File: config.mk
export PLATFORM = sky130hd
export DESIGN_NAME = pulse_to_stroke_controller
export DESIGN_NICKNAME = d
export VERILOG_FILES = /design/src/logic/stroke_ctrl_pkg.sv /design/src/logic/pulse_to_stroke_controller.sv
export SDC_FILE = /design/constraint.sdc
export NUM_CORES = 1
export LEC_CHECK = 0
export ABC_AREA = 1
export BUFFER_PORTS_ARGS = -buffer_cell sky130_fd_sc_hd__buf_2
export CAP_MARGIN = 20
export CORE_AREA = 5 5 261 263
export CTS_CLUSTER_SIZE = 30
export DETAILED_ROUTE_END_ITERATION = 6
export DIE_AREA = 0 0 266 268
export GPL_TIMING_DRIVEN = 0
export PLACE_DENSITY_LB_ADDON = 0.12
export SLEW_MARGIN = 25
export SYNTH_ARGS = -nofsm -noshare
export SYNTH_HDL_FRONTEND = slang
export SYNTH_SLANG_ARGS = --single-unit
export TNS_END_PERCENT = 30
File: constraint.sdc
create_clock -name pclk -period 9.9 [get_ports pclk]
set_input_delay 0.495 -clock pclk [delete_from_list [all_inputs] [get_ports pclk]]
set_output_delay 0.495 -clock pclk [all_outputs]
set_load 0.03 [all_outputs]
File: src/logic/stroke_ctrl_pkg.sv
// shared constants for the pulse-to-stroke controller
// assumes a single pclk domain and an apb master on the register side
package stroke_ctrl_pkg;
    // ==========================================================
    // register byte offsets
    localparam logic [7:0] OFS_CTRL = 8'h00;
    localparam logic [7:0] OFS_FACTOR = 8'h04;
    localparam logic [7:0] OFS_BATCH = 8'h08;
    localparam logic [7:0] OFS_RATE = 8'h0C;
    localparam logic [7:0] OFS_AUX = 8'h10;
    localparam logic [7:0] OFS_FLOW = 8'h14;
    localparam logic [7:0] OFS_CALIB = 8'h18;
    localparam logic [7:0] OFS_STATUS = 8'h1C;
    localparam logic [7:0] OFS_PENDING = 8'h20;
    localparam logic [7:0] OFS_TOTAL = 8'h24;
    localparam logic [7:0] OFS_VOLUME = 8'h28;
    localparam logic [7:0] OFS_CALCNT = 8'h2C;
    localparam logic [7:0] OFS_CMD = 8'h30;
    // ==========================================================
    // control register fields
    localparam int CTRL_MODE_LSB = 0;   // 2 bits
    localparam int CTRL_MEM_BIT = 2;
    localparam int CTRL_RUN_BIT = 3;
    localparam int CTRL_QTY_BIT = 4;    // batch entry: 0 strokes, 1 quantity
    localparam int CTRL_PRESS_LSB = 8;  // 2 bits
    localparam int CTRL_SIZE_LSB = 12;  // 2 bits liquid end class
    // command register bits (write one pulses)
    localparam int CMD_PKEY = 0;
    localparam int CMD_INFO = 1;
    localparam int CMD_CAL_START = 2;
    localparam int CMD_CAL_STOP = 3;
    localparam int CMD_ACK = 4;
    localparam int CMD_CLEAR = 5;
    // ==========================================================
    // reset values and limits
    localparam logic [13:0] FACTOR_ONE = 14'd100;  // hundredths
    localparam logic [13:0] FACTOR_MIN = 14'd1;
    localparam logic [13:0] FACTOR_MAX = 14'd9999;
    localparam logic [15:0] MEM_MAX = 16'hFFFF;
    localparam logic [15:0] BATCH_RST = 16'h0001;
    localparam logic [15:0] RATE_RST = 16'h0064;
    localparam logic [7:0] FLOW_RST = 8'h03;
    localparam logic [7:0] CAL_SPAN = 8'd10;       // scale divisions
    localparam int CLK_HZ = 100_000_000;
    localparam int TICK_US = 10;                    // rate step period
    localparam int TICK_CYC = (CLK_HZ / 1_000_000) * TICK_US;

    typedef enum logic [1:0] {MODE_MANUAL, MODE_ANALOG, MODE_CONTACT, MODE_BATCH} mode_t;
    typedef enum logic [1:0] {PRESS_4, PRESS_7, PRESS_10, PRESS_16} press_t;
endpackage

File: src/logic/pulse_to_stroke_controller.sv
// pulse-to-stroke controller: contact scaling, batch, memory, calibration, aux, flow stop
// assumes apb master on pclk; contact, aux, monitor and feedback inputs are asynchronous pins
`timescale 1ns/1ps
`default_nettype none
module pulse_to_stroke_controller
    import stroke_ctrl_pkg::*;
#(
    parameter int TICK_CYCLES = TICK_CYC
) (
    input wire logic pclk,            // system clock 100 MHz
    input wire logic presetn,         // async reset, active low
    input wire logic psel,            // apb select
    input wire logic penable,         // apb enable
    input wire logic pwrite,          // apb write
    input wire logic [7:0] paddr,     // apb byte address
    input wire logic [31:0] pwdata,   // apb write data
    output logic [31:0] prdata,       // apb read data
    output logic pready,              // apb ready
    output logic pslverr,             // apb error on unmapped address
    input wire logic contact_in,      // external contact pulse pin
    input wire logic aux_in,          // auxiliary rate select pin
    input wire logic monitor_present, // dosing monitor detect pin
    input wire logic monitor_fb,      // dosing monitor stroke report pin
    input wire logic [7:0] stroke_len,// stroke length knob in scale divisions
    output logic stroke_out,          // one-cycle drive stroke pulse
    output logic fault_out,           // fault state
    output logic warn_lamp,           // yellow warning lamp
    output logic calib_flash,         // flash display and calib indicator
    output logic aux_ind,             // auxiliary indicator
    output logic mem_ind              // memory extension indicator
);
    // ==========================================================
    // synchronisers: first stage feeds only the second
    logic [3:0] sync1_reg, sync2_reg;
    logic contact_d_reg, fb_d_reg;
    always_ff @(posedge pclk or negedge presetn) begin
        if (!presetn) begin
            sync1_reg <= 4'h0;
            sync2_reg <= 4'h0;
            contact_d_reg <= 1'b0;
            fb_d_reg <= 1'b0;
        end else begin
            sync1_reg <= {monitor_fb, monitor_present, aux_in, contact_in};
            sync2_reg <= sync1_reg;
            contact_d_reg <= sync2_reg[0];
            fb_d_reg <= sync2_reg[3];
        end
    end
    wire contact_s = sync2_reg[0];
    wire aux_s = sync2_reg[1];
    wire mon_s = sync2_reg[2];
    wire fb_s = sync2_reg[3];
    wire fb_rise = fb_s & ~fb_d_reg;

    // ==========================================================
    // registers
    logic [1:0] mode_reg;
    logic mem_reg, run_reg, qty_reg;
    logic [1:0] press_reg, size_reg;
    logic [13:0] factor_reg;
    logic [15:0] batch_reg, rate_reg, aux_rate_reg;
    logic [7:0] flow_reg, cal_len_reg;
    logic cal_valid_reg, cal_run_reg, fault_reg;
    logic [15:0] pending_reg;
    logic [13:0] accum_reg;
    logic [31:0] total_reg, volume_reg, cal_cnt_reg;
    logic [7:0] miss_reg;
    logic await_fb_reg;
    logic [31:0] prdata_reg;

    // ==========================================================
    // apb decode; single-cycle answer, writes take effect in access phase
    wire acc = psel & penable;
    wire wr = acc & pwrite;
    wire sel_ctrl = (paddr == OFS_CTRL);
    wire sel_fac = (paddr == OFS_FACTOR);
    wire sel_bat = (paddr == OFS_BATCH);
    wire sel_rate = (paddr == OFS_RATE);
    wire sel_aux = (paddr == OFS_AUX);
    wire sel_flow = (paddr == OFS_FLOW);
    wire sel_cal = (paddr == OFS_CALIB);
    wire sel_cmd = (paddr == OFS_CMD);
    wire mapped = sel_ctrl | sel_fac | sel_bat | sel_rate | sel_aux | sel_flow | sel_cal
        | sel_cmd | (paddr == OFS_STATUS) | (paddr == OFS_PENDING) | (paddr == OFS_TOTAL)
        | (paddr == OFS_VOLUME) | (paddr == OFS_CALCNT);
    assign pready = 1'b1;
    assign pslverr = acc & ~mapped;
    assign prdata = prdata_reg;

    wire [1:0] new_mode = pwdata[CTRL_MODE_LSB +: 2];
    wire mode_chg = wr & sel_ctrl & (new_mode != mode_reg);
    wire cmd_w = wr & sel_cmd;
    wire pkey = cmd_w & pwdata[CMD_PKEY];
    wire info = cmd_w & pwdata[CMD_INFO];
    wire cal_start = cmd_w & pwdata[CMD_CAL_START];
    wire cal_stop = cmd_w & pwdata[CMD_CAL_STOP];
    wire ack = cmd_w & pwdata[CMD_ACK];
    wire clr = cmd_w & pwdata[CMD_CLEAR];

    // pressure level allowed by liquid end class 0..2 (3 means no adjustment)
    function automatic logic [1:0] press_limit(input logic [1:0] sz, input logic [1:0] req);
        logic [1:0] top;
        top = (sz == 2'd0) ? 2'd3 : (sz == 2'd1) ? 2'd2 : 2'd1;
        if (sz == 2'd3) press_limit = 2'd0;
        else press_limit = (req > top) ? top : req;
    endfunction

    // factor accepted only in range, hundredths; batch takes integers only
    wire fac_ok = (pwdata[13:0] >= FACTOR_MIN) && (pwdata[13:0] <= FACTOR_MAX)
        && (pwdata[31:14] == 18'h0);
    wire bat_ok = (pwdata[15:0] != 16'h0) && (pwdata[31:16] == 16'h0);

    // configuration registers
    always_ff @(posedge pclk or negedge presetn) begin
        if (!presetn) begin
            mode_reg <= 2'd0;
            mem_reg <= 1'b0;
            qty_reg <= 1'b0;
            press_reg <= 2'd3;
            size_reg <= 2'd0;
            factor_reg <= FACTOR_ONE;
            batch_reg <= BATCH_RST;
            rate_reg <= RATE_RST;
            aux_rate_reg <= RATE_RST;
            flow_reg <= FLOW_RST;
        end else begin
            if (wr & sel_ctrl) begin
                mode_reg <= new_mode;
                mem_reg <= pwdata[CTRL_MEM_BIT];
                qty_reg <= pwdata[CTRL_QTY_BIT];
                size_reg <= pwdata[CTRL_SIZE_LSB +: 2];
                press_reg <= press_limit(pwdata[CTRL_SIZE_LSB +: 2],
                    pwdata[CTRL_PRESS_LSB +: 2]);
            end else if (info && mode_reg == 2'(MODE_BATCH)) begin
                qty_reg <= ~qty_reg;
            end
            if (mode_chg) factor_reg <= FACTOR_ONE;
            else if (wr & sel_fac & fac_ok) factor_reg <= pwdata[13:0];
            if (wr & sel_bat & bat_ok) batch_reg <= pwdata[15:0];
            if (wr & sel_rate) rate_reg <= pwdata[15:0];
            if (wr & sel_aux) aux_rate_reg <= pwdata[15:0];
            if (wr & sel_flow & mon_s) flow_reg <= pwdata[7:0];
        end
    end

    // ==========================================================
    // stroke rate generator: tick divider then rate period counter
    logic [15:0] tdiv_reg, per_reg;
    wire tick = (tdiv_reg == 16'(TICK_CYCLES - 1));
    wire [15:0] rate_sel = aux_s ? aux_rate_reg : rate_reg;
    wire rate_zero = (rate_sel == 16'h0);
    wire slot = tick & (per_reg >= rate_sel - 16'h1) & ~rate_zero;
    always_ff @(posedge pclk or negedge presetn) begin
        if (!presetn) begin
            tdiv_reg <= 16'h0;
            per_reg <= 16'h0;
        end else begin
            tdiv_reg <= tick ? 16'h0 : tdiv_reg + 16'h1;
            if (slot) per_reg <= 16'h0;
            else if (tick) per_reg <= per_reg + 16'h1;
        end
    end

    // ==========================================================
    // pulse scaling: accum holds hundredths, overflow of 100 gives a stroke
    wire pulse = contact_s & ~contact_d_reg & ~fault_reg;
    wire is_contact = (mode_reg == 2'(MODE_CONTACT));
    wire is_batch = (mode_reg == 2'(MODE_BATCH));
    wire is_manual = (mode_reg == 2'(MODE_MANUAL));
    wire [14:0] acc_sum = {1'b0, accum_reg} + {1'b0, factor_reg};
    wire [6:0] whole = 7'(acc_sum / 15'd100);
    wire [13:0] rem = 14'(acc_sum % 15'd100);
    wire trig = is_batch & (pulse | pkey);
    wire [16:0] add_c = {1'b0, pending_reg} + 17'(whole);
    wire [16:0] add_b = {1'b0, pending_reg} + {1'b0, batch_reg};
    wire [16:0] cap = mem_reg ? {1'b0, MEM_MAX} : {1'b0, batch_reg};
    wire fire = slot & (pending_reg != 16'h0) & ~fault_reg & run_reg & ~cal_run_reg
        & (is_contact | is_batch);
    wire cal_fire = slot & cal_run_reg & ~fault_reg;
    wire man_fire = slot & is_manual & run_reg & ~cal_run_reg & ~fault_reg;
    wire stroke_now = fire | cal_fire | man_fire;
    // without memory only strokes fitting one pulse are kept in contact mode
    wire [16:0] keep_c = mem_reg ? add_c : 17'(whole) + (fire ? 17'h1 : 17'h0);
    wire ovf_c = is_contact & pulse & mem_reg & (add_c > {1'b0, MEM_MAX});

    always_ff @(posedge pclk or negedge presetn) begin
        if (!presetn) begin
            pending_reg <= 16'h0;
            accum_reg <= 14'h0;
        end else if (mode_chg) begin
            pending_reg <= 16'h0;
            accum_reg <= 14'h0;
        end else if (is_contact & pulse & ~ovf_c) begin
            accum_reg <= rem;
            pending_reg <= 16'(keep_c - (fire ? 17'h1 : 17'h0));
        end else if (trig) begin
            pending_reg <= 16'(((add_b > cap) ? cap : add_b) - (fire ? 17'h1 : 17'h0));
        end else if (fire) begin
            pending_reg <= pending_reg - 16'h1;
        end
    end

    // ==========================================================
    // dosing monitor: a stroke without feedback before the next one counts as missed
    wire miss_hit = mon_s & stroke_now & await_fb_reg;
    wire flow_stop = miss_hit & (miss_reg + 8'h1 >= flow_reg) & (flow_reg != 8'h0);
    always_ff @(posedge pclk or negedge presetn) begin
        if (!presetn) begin
            miss_reg <= 8'h0;
            await_fb_reg <= 1'b0;
        end else begin
            if (fb_rise) miss_reg <= 8'h0;
            else if (miss_hit) miss_reg <= miss_reg + 8'h1;
            if (stroke_now) await_fb_reg <= 1'b1;
            else if (fb_rise) await_fb_reg <= 1'b0;
        end
    end

    // ==========================================================
    // run, fault and calibration state
    always_ff @(posedge pclk or negedge presetn) begin
        if (!presetn) begin
            run_reg <= 1'b1;
            fault_reg <= 1'b0;
            cal_run_reg <= 1'b0;
            cal_valid_reg <= 1'b0;
            cal_len_reg <= 8'h0;
        end else begin
            // new fault wins over an acknowledge in the same cycle
            if (ovf_c) fault_reg <= 1'b1;
            else if (ack) fault_reg <= 1'b0;
            if (flow_stop | (cal_run_reg & cal_stop)) run_reg <= 1'b0;
            else if (wr & sel_ctrl) run_reg <= pwdata[CTRL_RUN_BIT];
            if (cal_start & ~cal_run_reg) cal_run_reg <= 1'b1;
            else if (cal_stop | flow_stop) cal_run_reg <= 1'b0;
            if (cal_run_reg & cal_stop) begin
                cal_valid_reg <= 1'b1;
                cal_len_reg <= stroke_len;
            end
        end
    end

    // counters: total strokes, volume, calibration strokes
    always_ff @(posedge pclk or negedge presetn) begin
        if (!presetn) begin
            total_reg <= 32'h0;
            volume_reg <= 32'h0;
            cal_cnt_reg <= 32'h0;
        end else begin
            if ((cal_run_reg & cal_stop) | clr) begin
                total_reg <= 32'h0;
                volume_reg <= 32'h0;
            end else if (stroke_now) begin
                total_reg <= total_reg + 32'h1;
                volume_reg <= volume_reg + 32'(stroke_len);
            end
            if (cal_start & ~cal_run_reg) cal_cnt_reg <= 32'h0;
            else if (cal_fire) cal_cnt_reg <= cal_cnt_reg + 32'h1;
            if (wr & sel_cal) cal_cnt_reg <= pwdata;
        end
    end

    // calibration drift check in scale divisions
    wire [7:0] len_diff = (stroke_len > cal_len_reg) ? stroke_len - cal_len_reg
        : cal_len_reg - stroke_len;
    wire drift = cal_valid_reg & (len_diff > CAL_SPAN);

    // ==========================================================
    // outputs and read mux
    wire [31:0] ctrl_rd = {18'h0, size_reg, 2'h0, press_reg, 3'h0, qty_reg, run_reg,
        mem_reg, mode_reg};
    wire [31:0] stat_rd = {24'h0, miss_reg[1:0], mon_s, aux_s, drift, cal_valid_reg,
        cal_run_reg, fault_reg};
    wire [31:0] rd_mux = sel_ctrl ? ctrl_rd
        : sel_fac ? {18'h0, factor_reg}
        : sel_bat ? {16'h0, batch_reg}
        : sel_rate ? {16'h0, rate_reg}
        : sel_aux ? {16'h0, aux_rate_reg}
        : sel_flow ? (mon_s ? {24'h0, flow_reg} : 32'h0)
        : sel_cal ? cal_cnt_reg
        : (paddr == OFS_STATUS) ? stat_rd
        : (paddr == OFS_PENDING) ? {16'h0, pending_reg}
        : (paddr == OFS_TOTAL) ? total_reg
        : (paddr == OFS_VOLUME) ? volume_reg
        : (paddr == OFS_CALCNT) ? cal_cnt_reg
        : 32'h0;
    always_ff @(posedge pclk or negedge presetn) begin
        if (!presetn) begin
            prdata_reg <= 32'h0;
            stroke_out <= 1'b0;
            fault_out <= 1'b0;
            warn_lamp <= 1'b0;
            calib_flash <= 1'b0;
            aux_ind <= 1'b0;
            mem_ind <= 1'b0;
        end else begin
            if (psel & ~penable & ~pwrite) prdata_reg <= rd_mux;
            stroke_out <= stroke_now;
            fault_out <= fault_reg;
            warn_lamp <= drift;
            calib_flash <= drift;
            aux_ind <= aux_s;
            mem_ind <= mem_reg;
        end
    end
endmodule
`default_nettype wire

Word level (Yosys, flattened, before mapping)
Index checks and enable logic that the tools add are counted.
{ "word_totals": {"ff_bits": 304, "in_bits": 57, "out_inout_bits": 40, "wordCells": 237} }
{ "classes": {"addsub": 16, "div_mod_pow": 2, "n_lt_le_gt_ge": 9, "eq_ne": 18, "mux": 53, "bitwise_logic": 80, "n_reduce_logical": 25} }
{ "op_table": {"columns": ["cell", "n"], "rows": [
  ["32-bit two-way mux", 19],
  ["16-bit two-way mux", 11],
  ["32-bit by 1-bit adder with 32-bit output (second input constant)", 2],
  ["14-bit two-way mux", 4],
  ["1-bit bitwise AND", 51],
  ["8-bit by 6-bit equality test with 1-bit output (second input constant)", 5],
  ["16-bit by 1-bit adder with 16-bit output (second input constant)", 2],
  ["32-bit by 8-bit adder with 32-bit output", 1],
  ["8-bit by 5-bit equality test with 1-bit output (second input constant)", 4],
  ["16-bit logical NOT", 2],
  ["8-bit two-way mux", 4],
  ["16-bit nonzero test", 2],
  ["16-bit by 1-bit subtractor with 16-bit output (second input constant)", 2],
  ["2-bit nonzero test", 10],
  ["1-bit bitwise OR", 19],
  ["18-bit logical NOT", 1],
  ["16-bit by 16-bit adder with 17-bit output", 1],
  ["16-bit by 7-bit adder with 17-bit output", 1],
  ["17-bit by 16-bit > comparator with 1-bit output", 1],
  ["17-bit by 16-bit > comparator with 1-bit output (second input constant)", 1],
  ["16-bit by 10-bit equality test with 1-bit output (second input constant)", 1],
  ["8-bit by 4-bit equality test with 1-bit output (second input constant)", 2],
  ["16-bit greater-or-equal comparator", 1],
  ["16-bit by 1-bit subtractor with 16-bit output", 1],
  ["other kinds (26)", 55]
]} }

Depth between registers and ports, before layout
{ "depth": {"ltp_word": 19, "ltp_mapped": 85, "depth_no_buf": 84} }

Worst setup path before layout
Ideal clock, no wire load.
{ "synth_path": {"kind": "register -> register", "from": "register factor_reg[0]", "to": "register pending_reg[9]", "setup_ps": 125, "t_arrival_ps": 7968, "required_time_ps": 9775, "slack_ps": 1807, "stages_incl_launch_ff": 71, "n_path_buf": 1, "period_less_slack_ps": 8093, "cell_sequence": "dfrtp_1 > ha_1 > inv_1 > fa_1 > inv_2 > nand3_1 > nand2_1 > nand3_1 > nand3_1 > nand2_1 > nand2_2 > nand2_2 > nand3_2 > nand4_2 > nand2_2 > nand3_1 > nand2_2 > nand3_2 > [35 not listed] > nor2_1 > o21ai_0 > nand2_1 > nand2_1 > a21oi_1 > inv_1 > nor3_1 > nand3_1 > nand2_1 > nand2_1 > nor2_1 > nand2_1 > clkinv_1 > nor2_1 > inv_1 > a21oi_1 > nand2_1 > o21ai_1"} }
{ "synth_via": {"elab_chain_len": 9, "elab_cells_between_ends": 13, "cone_classes": "add/sub: 4; div: 1; order compare: 1; mux: 3; bitwise: 3; reduce/logical: 1"} }
{ "synth_lines": {"columns": ["element", "line_no", "text"], "rows": [
  ["start: declaration", "pulse_to_stroke_controller.sv:60", "logic [13:0] factor_reg;"],
  ["start signal: assignment", "pulse_to_stroke_controller.sv:138", "else if (wr & sel_fac & fac_ok) factor_reg <= pwdata[13:0];"],
  ["14-bit by 14-bit adder with 15-bit output *", "pulse_to_stroke_controller.sv:170", "wire [14:0] acc_sum = {1'b0, accum_reg} + {1'b0, factor_reg};"],
  ["15-bit by 7-bit divider with 15-bit output *", "pulse_to_stroke_controller.sv:171", "wire [6:0] whole = 7'(acc_sum / 15'd100);"],
  ["16-bit by 7-bit adder with 17-bit output", "pulse_to_stroke_controller.sv:174", "wire [16:0] add_c = {1'b0, pending_reg} + 17'(whole);"],
  ["17-bit by 16-bit > comparator with 1-bit output", "pulse_to_stroke_controller.sv:184", "wire ovf_c = is_contact & pulse & mem_reg & (add_c > {1'b0, MEM_MAX});"],
  ["1-bit bitwise AND", "pulse_to_stroke_controller.sv:184", null],
  ["1-bit inverter", "pulse_to_stroke_controller.sv:193", "end else if (is_contact & pulse & ~ovf_c) begin"],
  ["1-bit bitwise AND", "pulse_to_stroke_controller.sv:193", null],
  ["16-bit two-way mux", "pulse_to_stroke_controller.sv:193", null],
  ["16-bit two-way mux", "pulse_to_stroke_controller.sv:190", "end else if (mode_chg) begin"],
  ["end signal: assignment", "pulse_to_stroke_controller.sv:195", "pending_reg <= 16'(keep_c - (fire ? 17'h1 : 17'h0));"],
  ["end signal: assignment", "pulse_to_stroke_controller.sv:197", "pending_reg <= 16'(((add_b > cap) ? cap : add_b) - (fire ? 17'h1 : 17'h0));"],
  ["end signal: assignment", "pulse_to_stroke_controller.sv:199", "pending_reg <= pending_reg - 16'h1;"],
  ["end: declaration", "pulse_to_stroke_controller.sv:64", "logic [15:0] pending_reg;"]
]} }
Mark *: on every way between the ends. The rest lies on a longest branch, timed or not.
A chain may end at the register's enable or synchronous reset.

Worst setup path in the final report
{ "layout_path": {"from": "register factor_reg[2]", "to": "register pending_reg[1]"} }
The elaborated chain is that of the path after synthesis.

==> flow_metrics.py <==
metrics = {
    "cts": {
        "cts_max_level": 2,
        "cts_buffers": 40,
        "insertion_delay_ns": 0.57,
        "root_buffer": "clkbuf_16",
        "cts_sinks": 304,
        "cts.path.max_buffers": 3,
        "cts_tree": "done",
        "clk_pin_slew_ns": 0.06,
    },
    "logic_synthesis": {
        "yosysSeqAreaShare_pct": 33.8,
        "async_flop_share_pct": 100,
        "yosysWarnings": 0,
        "syn-num-nets": 3387,
        "ys.flop_type": "dfrtp_1",
        "ys_ff_latch": 304,
        "synth_edf_count": 0,
        "synth_top_family_by_area": "simple AND/OR/NAND/NOR gates",
        "synth-compound-area-share_pct": 17.6,
        "synth_adder_area_share_pct": 7.01,
        "synth_xor_area_share_pct": 4.11,
        "yosys-mux-area-fraction_pct": 0.355,
        "yosysUniqueCellTypes": 69,
        "netlist_area_um2": 22600,
        "syn_area_per_cell_um2": 7.04,
        "syn_inst": 3207,
        "yosys.area_share.simple_pct": 27.5,
    },
    "global_route": {
        "grtUsageMet1_pct": 31.8,
        "grt_use_met2_pct": 39.1,
        "antenna_found_initial": 6,
        "grt.busiest_layer": "met2",
        "grt_use_total_pct": 23.5,
        "use_met3_pct": 3.53,
        "grt_pass1_wl_mm": 131,
        "grt.overflow.total": 0,
        "grt_max_degree": 83,
        "grt_pass1_vias": 22074,
    },
    "routing": {
        "drt-pass1-iter-count": 5,
        "avgRoutedWirePerCell_um": 20.3,
        "viasPerCell": 5.37,
        "dr.first_iter.drc_count": 1998,
        "vias": 22882,
        "ant_nets": 0,
        "drt_wl_total_mm": 86.5,
        "drcViolationCount": 0,
    },
    "cells_and_area": {
        "drive_gt1_share_pct": 9.46,
        "syn_to_final_growth_pct": 15.0,
        "layout.nets": 3544,
        "final_cell_mix": "676 x nand2_1, 468 x inv_1, 288 x dfrtp_1",
        "mostFrequentLayoutCell": "nand2_1",
    },
    "sta": {
        "worst_pin_slew_ns": 1.07,
        "tns_ns": 0,
        "period_needed_ns": 9.15,
        "slew_violations": 0,
        "post-route-period-util_pct": 92.4,
        "setup_violations": 0,
        "hold_viol": 0,
        "skew_ns": 0.0206,
        "max_slew_margin_pct": 28.5,
        "setup_ws_ns": 0.749,
        "fmax_ghz": 0.109,
    },
    "pwr": {
        "p_leak_nw": 12.3,
        "total_power_mw": 3.26,
        "p_per_area_nw_per_um2": 126,
        "peakVddDrop_mv": 0.0927,
    },
    "min_path": {
        "min_path_cells": 1,
        "hp-class": "input port to flip-flop",
        "holdCritStartpoint": "aux_in",
        "holdPathEnd": "sync1_reg[1]",
    },
    "floorplan": {
        "die_w_um": 266,
        "ios": 97,
        "fp.dieArea_um2": 71300,
        "die_h_um": 268,
        "start_util_pct": 34.5,
        "placementRows": 94,
        "coreArea_um2": 65400,
    },
    "placed_design": {
        "portBuffers": 95,
        "place_ws_ns": -0.620,
        "dpl.hpwl_mm": 68.9,
        "gp_congestion": 0.948,
    },
    "outcome": {
        "status": "finished clean",
    },
    "setup_path": {
        "slowest_stage": "dfstp_2",
        "cp_slowest_stage_delay_ns": 0.57,
        "cpMostUsedCell": "nand2_2",
        "reg2reg_from": "factor_reg[2]",
        "worstSetupEndpointType": "flip-flop",
        "worstPathRequired_ns": 10.32,
        "start_kind": "flip-flop",
        "r2r_cells": 64,
        "arrival_ns": 9.57,
        "crit_type": "flip-flop to flip-flop",
        "reg2reg_to": "pending_reg[1]",
        "cp_max_fo": 11,
        "r2r_slack_ns": 0.75,
    },
    "flow_run": {
        "drv_cap": 0,
    },
}
cell families after synthesis:
family / after synthesis
AO/OA/AOI/OAI: 679
XOR/XNOR: 106
adder cells (fa/ha/maj): 123
buffers and inverters: 570
flip-flops: 304
multiplexers: 8
other: 1
AND/OR/NAND/NOR: 1416
area by class of cell:
| class | instances | area [µm²] |
|---|---|---|
| fill | 6912 | 39400 |
| multi-input combinational | 2333 | 13000 |
| sequential | 304 | 7630 |
| inverter | 489 | 1840 |
| clock buffer | 54 | 1130 |
| tap | 864 | 1080 |
| timing repair buffer | 115 | 723 |
| buffer | 81 | 334 |
| clock inverter | 17 | 193 |
| antenna | 3 | 7.51 |
how the worst max path moves through the flow:
stage             startpoint  cells past startpoint               to  slack, ns
2_1_floorplan  factor_reg[0]                     70   pending_reg[9]       1.81
3_3_place_gp   factor_reg[0]                     70  pending_reg[13]      -0.49
3_5_place_dp   factor_reg[0]                     70  pending_reg[13]      -0.62
4_1_cts        factor_reg[0]                     70  pending_reg[13]       0.07
5_1_grt        factor_reg[2]                     76  pending_reg[15]      -0.06
6_report       factor_reg[2]                     64   pending_reg[1]       0.75
worst max-delay path: cells and delay by family (launching register included):
family                   cells  cell delay (ns)
adder cells (fa/ha/maj)      3             0.86
AO/OA/AOI/OAI                5             0.66
flip-flops                   1             0.57
XOR/XNOR                     1             0.33
AND/OR/NAND/NOR             47             5.61
buffers and inverters        8             0.93
metrics by stage:
| stage | utilization [%] | hold slack (ns) | instance area (µm²) | cells |
|---|---|---|---|---|
| finish | 39.7 | 0.0366 | 26000 | 4260 |
| floorplan | - | 0.199 | 22600 | 3207 |
| detailed placement | 37.1 | 0.330 | 24300 | 4171 |
| global placement | 36.9 | 0.335 | 24100 | 4166 |
| global route | 39.7 | 0.0226 | 26000 | 4257 |
| CTS | 39.2 | 0.000534 | 25700 | 4245 |
where the power goes:
| part | switching (mW) | total [mW] | internal (mW) |
|---|---|---|---|
| logic | 0.318 | 0.474 | 0.156 |
| registers | 0.0260 | 1.29 | 1.26 |
| clock network | 0.613 | 1.50 | 0.887 |
synthesized netlist by cell type, drive strengths merged, types with 2 or more instances:
library cell	instances	share of area (%)
nor4	38	1.1
fa	6	0.53
o21a	12	0.40
nor3	79	1.8
clkbuf	74	1.2
a21boi	3	0.10
nor2	302	5.2
nand4	70	2.0
buf	7	0.25
xor2	85	3.3
xnor2	21	0.81
dfrtp	289	32
a211oi	14	0.47
a21oi	167	3.7
and3	5	0.14
o32ai	2	0.078
clkinv	11	0.18
dfstp	15	1.7
o311ai	2	0.078
o2111ai	13	0.50
o211ai	22	0.73
a21o	5	0.17
ha	117	6.5
a31oi	17	0.47
o41ai	2	0.078
o21ai	288	6.4
a22oi	12	0.40
o221ai	12	0.47
nor3b	6	0.20
a31o	2	0.078
inv	478	7.9
nand2	712	12
nand3	175	4.0
mux2i	8	0.35
o21ba	2	0.089
nand3b	5	0.17
or2	20	0.55
o31ai	25	0.83
o21bai	14	0.47
o22ai	40	1.1
a221oi	17	0.66
what timing repair did:
item                                   4_1_cts  5_1_grt
resized for setup                            7       47
pin swaps                                    0       12
setup endpoints to repair                   16       22
setup buffers                                0       12
hold buffers                                 3        0
endpoints found under the hold margin       13        0
routing by layer:
layer,routed length [µm],vias to the layer above
li1,-,11058
met1,38200,10932
met2,40000,736
met3,5290,148
met4,2890,8
met5,44,-
Power figures use the tool's default switching activity.
